[config.mk]
export PLATFORM = sky130hd
export DESIGN_NAME = mwc_machine_state_control
export DESIGN_NICKNAME = d
export VERILOG_FILES = /design/src/mwc_pkg.sv /design/src/mwc_sync.sv /design/src/mwc_machine_state_control.sv
export SDC_FILE = /design/constraint.sdc
export NUM_CORES = 1
export LEC_CHECK = 0
export BUFFER_PORTS_ARGS = -buffer_cell sky130_fd_sc_hd__buf_2
export CAP_MARGIN = 20
export CORE_ASPECT_RATIO = 1.1
export CORE_MARGIN = 5
export CORE_UTILIZATION = 35
export DETAILED_ROUTE_END_ITERATION = 8
export MAX_ROUTING_LAYER = met4
export PLACE_DENSITY = 0.77
export SETUP_SLACK_MARGIN = 0.15
export SYNTH_ARGS = -nofsm -noshare
export SYNTH_HDL_FRONTEND = slang
export SYNTH_SLANG_ARGS = --single-unit
[constraint.sdc]
create_clock -name mclk -period 0.9 [get_ports mclk]
set_input_delay 0.045 -clock mclk [delete_from_list [all_inputs] [get_ports mclk]]
set_output_delay 0.045 -clock mclk [all_outputs]
set_load 0.02 [all_outputs]
[src/mwc_pkg.sv]
// package for the machine state control register block
// assumes one 100 MHz clock and a decoded single-register access port
// =====================================================================
package mwc_pkg;

  // =====================================================================
  // register map
  localparam logic [15:0] MWC_ADDR_STATE = 16'h0600;
  localparam int MWC_STANDBY_BIT = 0;
  localparam int MWC_LIGHT_BIT = 1;
  localparam int MWC_DEFROST_BIT = 2;
  localparam int MWC_NUM_BITS = 3;
  localparam int MWC_ENABLE_LSB = 8;
  localparam logic [2:0] MWC_STATE_RESET = 3'h0;
  localparam logic [12:0] MWC_READ_PAD = 13'h0000;

  // =====================================================================
  // synchroniser depth for pin inputs
  localparam int MWC_SYNC_STAGES = 3;

  // =====================================================================
  // carriers
  typedef struct packed {
    logic defrost;
    logic light;
    logic standby;
  } mwc_state_t;

  typedef struct packed {
    logic rd;
    logic wr;
    logic [15:0] addr;
    logic [15:0] wdata;
  } mwc_req_t;

  typedef struct packed {
    logic ack;
    logic err;
    logic [15:0] rdata;
  } mwc_rsp_t;

endpackage

[src/mwc_sync.sv]
// three-stage synchroniser for one pin level with edge pulse
// assumes the pin is asynchronous to mclk
`timescale 1ns/10ps
module mwc_sync
  import mwc_pkg::*;
(
  input wire logic mclk,
  input wire logic nrst,
  input wire logic pin,
  output logic level,
  output logic rise
);

  // =====================================================================
  // stages
  logic s1;
  logic s2;
  logic s3;
  logic next_level;
  logic next_rise;

  // change counts only once stage two and three agree
  always_comb begin
    next_level = level;
    next_rise = 1'b0;
    if (s2 == s3 && s3 != level) begin
      next_level = s3;
      next_rise = s3;
    end
  end

  always_ff @(posedge mclk or negedge nrst) begin
    if (!nrst) begin
      s1 <= 1'b0;
      s2 <= 1'b0;
      s3 <= 1'b0;
      level <= 1'b0;
      rise <= 1'b0;
    end else begin
      s1 <= pin;
      s2 <= s1;
      s3 <= s2;
      level <= next_level;
      rise <= next_rise;
    end
  end

endmodule // mwc_sync

[src/mwc_machine_state_control.sv]
// machine state control register: stand-by, room light, forced defrost
// assumes the fieldbus frame layer hands over one decoded register access
// per cycle, and panel keys arrive as asynchronous pin levels
`timescale 1ns/10ps
module mwc_machine_state_control
  import mwc_pkg::*;
(
  input wire logic mclk,
  input wire logic nrst,
  input wire mwc_req_t req,
  output mwc_rsp_t rsp,
  input wire logic standby_key_pin,
  input wire logic light_key_pin,
  input wire logic defrost_done,
  output mwc_state_t state
);

  // =====================================================================
  // panel key synchronisers
  logic standby_key_press;
  logic light_key_press;

  mwc_sync u_sync_standby (
    .mclk(mclk),
    .nrst(nrst),
    .pin(standby_key_pin),
    .level(),
    .rise(standby_key_press)
  );

  mwc_sync u_sync_light (
    .mclk(mclk),
    .nrst(nrst),
    .pin(light_key_pin),
    .level(),
    .rise(light_key_press)
  );

  // =====================================================================
  // access decode
  logic hit;
  logic access;
  logic clash;
  logic wr_ok;
  logic rd_ok;
  logic [MWC_NUM_BITS-1:0] wr_enable;
  logic [MWC_NUM_BITS-1:0] wr_value;

  always_comb begin
    access = req.rd | req.wr;
    clash = req.rd & req.wr;
    hit = (req.addr == MWC_ADDR_STATE);
    wr_ok = req.wr & ~clash & hit;
    rd_ok = req.rd & ~clash & hit;
    // only low three bits of each byte matter, rest ignored
    wr_enable = req.wdata[MWC_ENABLE_LSB +: MWC_NUM_BITS];
    wr_value = req.wdata[MWC_NUM_BITS-1:0];
  end

  // =====================================================================
  // state bits
  mwc_state_t next_state;
  logic [MWC_NUM_BITS-1:0] cur_vec;
  logic [MWC_NUM_BITS-1:0] new_vec;

  always_comb begin
    cur_vec = state;
    new_vec = cur_vec;
    // local panel events toggle stand-by and light
    if (standby_key_press) begin
      new_vec[MWC_STANDBY_BIT] = ~cur_vec[MWC_STANDBY_BIT];
    end
    if (light_key_press) begin
      new_vec[MWC_LIGHT_BIT] = ~cur_vec[MWC_LIGHT_BIT];
    end
    // defrost cycle finished ends the forcing
    if (defrost_done) begin
      new_vec[MWC_DEFROST_BIT] = 1'b0;
    end
    // master write overrides same-cycle local events on enabled bits, whether it sets or clears
    if (wr_ok) begin
      for (int i = 0; i < MWC_NUM_BITS; i++) begin
        if (wr_enable[i]) begin
          new_vec[i] = wr_value[i];
        end
        // enable low leaves bit as set by the local events above
      end
    end
    next_state = new_vec;
  end

  always_ff @(posedge mclk or negedge nrst) begin
    if (!nrst) begin
      state <= MWC_STATE_RESET;
    end else begin
      state <= next_state;
    end
  end

  // =====================================================================
  // answer
  mwc_rsp_t next_rsp;

  always_comb begin
    next_rsp.ack = access & ~clash & hit;
    next_rsp.err = access & (clash | ~hit);
    next_rsp.rdata = 16'h0000;
    if (rd_ok) begin
      // enables are strobes and read as zero, unused bits zero
      next_rsp.rdata = {MWC_READ_PAD, cur_vec};
    end
  end

  always_ff @(posedge mclk or negedge nrst) begin
    if (!nrst) begin
      rsp <= '0;
    end else begin
      rsp <= next_rsp;
    end
  end

endmodule // mwc_machine_state_control

Word-level counts from Yosys, hierarchy flattened
Cells that the tools add are included.

Bits in registers: 18. Input bits: 39. Word-level logic and storage cells: 47. Output and inout port bits: 21.

Reduce and logical (&&, ||, !) cells: 2. Mux-type cells: 10. Bitwise gates (word level): 14. Eq/ne operators: 5.

Operator list (number): == test 16 x 11 -> 1 bit (second input constant) (1); bitwise AND 1 bit (8); two-way mux 1 bit (8); two-way mux 3 bit (2); NOT 1 bit (4); == test 1 bit (2); logical AND 1 bit (2); != test 1 bit (2); bitwise OR 1 bit (2).

Longest topological paths before layout
Word-level depth: 5. Gate-level depth with buffers: 5. Depth with buffers taken out: 4.

Cells and area by module
From an unflattened synthesis, not the netlist that was laid out.

Cells, all modules: 63. Area, all modules: 852.1 µm².

Modules (own cells, without submodules): mwc_machine_state_control (sequential area each 200.2 µm², cells an instance 49, area each 559.3 µm², times used 1); mwc_sync (sequential area each 125.1 µm², cells an instance 7, area each 146.4 µm², times used 2).

Worst setup path after synthesis
Ideal clock, no wire load.

Path kind: in2reg. Start point: input port req[19] (netlist name). End point: register state[0] (netlist name). Arrival time: 0.991 ns. Stages on the path: 5. Library setup time: 0.125 ns. Required time: 0.775 ns. Setup slack: -0.216 ns. Buffers on the path: 1. Path through: nor4b_1 -> and4_1 -> buf_6 -> nand3_2 -> mux2_4.

Word-level cells in the longest chain between the ends: 3.

RTL lines: start: declaration (line mwc_machine_state_control.sv:10) `input wire mwc_req_t req,`; == test 16 x 11 -> 1 bit (line mwc_machine_state_control.sv:52) `hit = (req.addr == MWC_ADDR_STATE);`; bitwise AND 1 bit (line mwc_machine_state_control.sv:53) `wr_ok = req.wr & ~clash & hit;`; two-way mux 3 bit (line mwc_machine_state_control.sv:81) `if (wr_ok) begin`; net new_vec[0] (line mwc_machine_state_control.sv:64) `logic [MWC_NUM_BITS-1:0] new_vec;`; end signal: assignment (line mwc_machine_state_control.sv:96) `state <= next_state;`; end: declaration (line mwc_machine_state_control.sv:15) `output mwc_state_t state`.

The timed path passes the listed nets, and every way through them passes these cells. A chain may end at the register's enable or synchronous reset.

Final worst setup path
Start point: register state[0] (netlist name). End point: output port state[0] (netlist name).

No word-level cell between the ends.

==> impl_metrics.csv <==
group,metric,value,unit
placed_design,place_congestion,0.8141,
worst_setup_path,crit_chain,"buf_6, buf_6",
power,leakagePower,0.6920,nW
clock_network,cts_tree,"yes",
grt,grtUsageTotal,0.1251,
worst_setup_path,crit_type,"register to output port",
hold_path,hp-class,"input port to register",
clock_network,cts_hold_buf,3,
finish,antenna_cells,0,
timing,rsz0062_at_grt,"yes",
floorplan,rows,18,
power,p_sw_frac,0.2796,
yosys,syn_inst,65,
grt,antenna_found_initial,0,
power,powerDensity,1623,nW/um^2
clock_network,cts_sinks,18,
timing,holdWs,-16.39,ps
drt,drt_iter0_drc,2,
grt,grt_start_max_net_pins,19,
placed_design,dp_hpwl,1.498,mm
worst_setup_path,cpPeakStageDelay,420,ps
yosys,ys_top_cells_by_area,"dfrtp_1, buf_4, ha_1, mux2_4, nand3_2",
floorplan,die_width,56.49,um
worst_setup_path,crit_fanout,2,
yosys,syn_area,832.0,sq um
worst_setup_path,critPathMostFrequentCell,"buf_6",
clock_network,numCtsBuffers,3,
floorplan,start_util,0.3694,
grt,grt_pass1_vias,711,
clock_network,cts_max_path_buffers,2,
worst_setup_path,crit_arrival,950,ps
yosys,syn_area_per_cell,12.80,sq um
worst_setup_path,worst_path_max_delay_cell,"dfrtp_1",
finish,fin_nets,163,
drt,wl_per_cell,13.51,um
clock_network,clk_latency,290,ps
drt,totalWireLength,2.013,mm
power,p_sw,610.4,uW
yosys,yosysWarnings,0,
floorplan,die_h,61.14,um
clock_network,cts.reportedPaths.clkPinSlew,100,ps
worst_setup_path,worstSetupPathDepth,2,
timing,finalMaxSlewViolations,0,
power,finalPower,2.183,mW
timing,tns,-359.8,ps
drt,num_vias,640,
power,p_comb_frac,0.343,
finish,area_delta_synth_final,61.65,%
yosys,synth_cell_types,19,
yosys,seq_area_frac_synth,0.5414,
drt,via_per_inst,4.295,
drt,drc,0,
finish,final_area,1345,sq um
status,status,"finished, violations left",
hold_path,hold_path_depth,2,
floorplan,ios,60,
timing,final.setup.worst_slack,-99.34,ps
power,internal_power,1.573,mW
floorplan,core_area,2252,sq um
placed_design,place_area,1046,sq um
yosys,yosys.area.top_type,"dfrtp_1",
power,power.share.clock,0.225,
power,ir_drop,0.0008388,V
timing,report.final.hold_viol_count,3,
timing,fmax,1.001,GHz
worst_setup_path,cp-end-kind,"output port",
worst_setup_path,cp-start-kind,"register",
worst_setup_path,cpLargestDelayFamily,"flip-flops",
worst_setup_path,cp.required,850,ps
run,max_cap_viol_count,0,
clock_network,h-tree-depth,1,
floorplan,die-area,3454,sq um
timing,finalSetupViolCount,6,
power,seq_power_share,0.432,
status,violations,"hold timing, setup timing",
timing,clock-skew-final,2.629,ps
worst_setup_path,reg2regPathDepth,2,
yosys,ys_ff_latch,18,
worst_setup_path,cp.buffers_inverters,2,
placed_design,io_buffers,36,
grt,grt_pass1_wl,3.118,mm
grt,grt-ovfl-total,0,
yosys,yosys.area.top_type_share,0.5414,
finish,drive_gt1_frac,0.6218,
drt,antenna_left,0,
clock_network,root_buffer,"clkbuf_4",
drt,first_pass_iters,2,
timing,period_share,1.110,
timing,min_period,999.3,ps
[worst paths after layout]
kind | to | startpoint | slack [ps]
worst max-delay path | state[0] | state[0] | -100
worst min-delay path | state[1] | req[1] | -20
worst max register to register | state[1] | state[1] | -40
worst min register to register | u_sync_standby.s2 | u_sync_standby.s1 | 360
max in group asynchronous | u_sync_light.s1 | nrst | 420
min in group asynchronous | rsp[1] | nrst | 200
[synth_stat cells (all sizes together)]
cell   instances
nand3          3
nand2          2
nor2           2
dfrtp         18
nor4b          2
mux2           3
nor2b          1
xor2           2
ha             4
and2           1
and3           3
buf           14
maj3           2
a21oi          1
conb           1
inv            3
and4           1
nor4           2
[cells in the final DEF (no fill, tap or decap), drive strengths merged, types with 2 or more instances in the layout]
cell type | netlist | routed
nor4 | 2 | 2
and3 | 3 | 3
clkbuf | 0 | 4
nor4b | 2 | 2
xor2 | 2 | 2
dlygate4sd3 | 0 | 3
mux2 | 3 | 3
dfrtp | 18 | 18
conb | 1 | 13
maj3 | 2 | 2
nand3 | 3 | 3
buf | 14 | 49
ha | 4 | 4
nor2 | 2 | 2
nand2 | 2 | 2
inv | 3 | 3
[sequential cells by signal (all words and copies together) (netlist names)]
signal,flops
state,3
u_sync_light.s1,1
rsp,5
u_sync_standby.level,1
u_sync_light.s2,1
u_sync_light.s3,1
u_sync_light.level,1
u_sync_standby.s1,1
u_sync_light.rise,1
u_sync_standby.rise,1
u_sync_standby.s3,1
u_sync_standby.s2,1
[power by group through the flow]
stage          sequential (mW)  clock (mW)  combinational (mW)
3_3_place_gp             0.945           0               0.463
4_1_cts                  0.941       0.510               0.674
3_5_place_dp             0.951           0               0.480
6_report                 0.943       0.492               0.748
2_1_floorplan             1.01           0               0.221
5_1_grt                  0.954       0.544               0.792
[layer usage]
metal  share of wire  track usage
met5               0            -
met4          0.0094      0.05085
met3           0.090      0.02306
met2            0.53       0.2294
met1            0.37       0.1348
[per-stage QoR]
step	worst slack, ps	utilization	std cells
6_report	-99.34	0.5972	149
5_1_grt	-138.2	0.5972	149
4_1_cts	-105.0	0.5733	148
3_5_place_dp	-433.6	0.4644	135
3_3_place_gp	-341.7	0.4644	135
2_1_floorplan	-180.2	-	77
[layout make-up]
| type | instances | area, sq um |
|---|---|---|
| fillers | 181 | 907.1 |
| flip-flops and latches | 18 | 450.4 |
| repair buffers | 52 | 415.4 |
| multi-input cells | 42 | 394.1 |
| well taps | 30 | 37.54 |
| clock buffers | 4 | 36.28 |
| inverters | 3 | 11.26 |
[cells by family after synthesis]
| group | after synthesis | share of synthesized area |
|---|---|---|
| XOR/XNOR | 2 | 0.02106 |
| adder cells (fa/ha/maj) | 6 | 0.08421 |
| AO/OA/AOI/OAI | 1 | 0.006009 |
| AND/OR/NAND/NOR | 17 | 0.1444 |
| buffers and inverters | 17 | 0.1444 |
| multiplexers | 3 | 0.05413 |
| other | 1 | 0.004507 |
| flip-flops | 18 | 0.5414 |
[repair_timing]
| item | CTS | global route |
|---|---|---|
| pin swaps | 6 | 9 |
| endpoints found under the setup margin | 18 | 19 |
| resized for setup | 33 | 12 |
| hold endpoints to repair | 23 | 3 |
| buffers inserted | 6 | 1 |
Note: power is estimated with default switching activity, not from simulation.
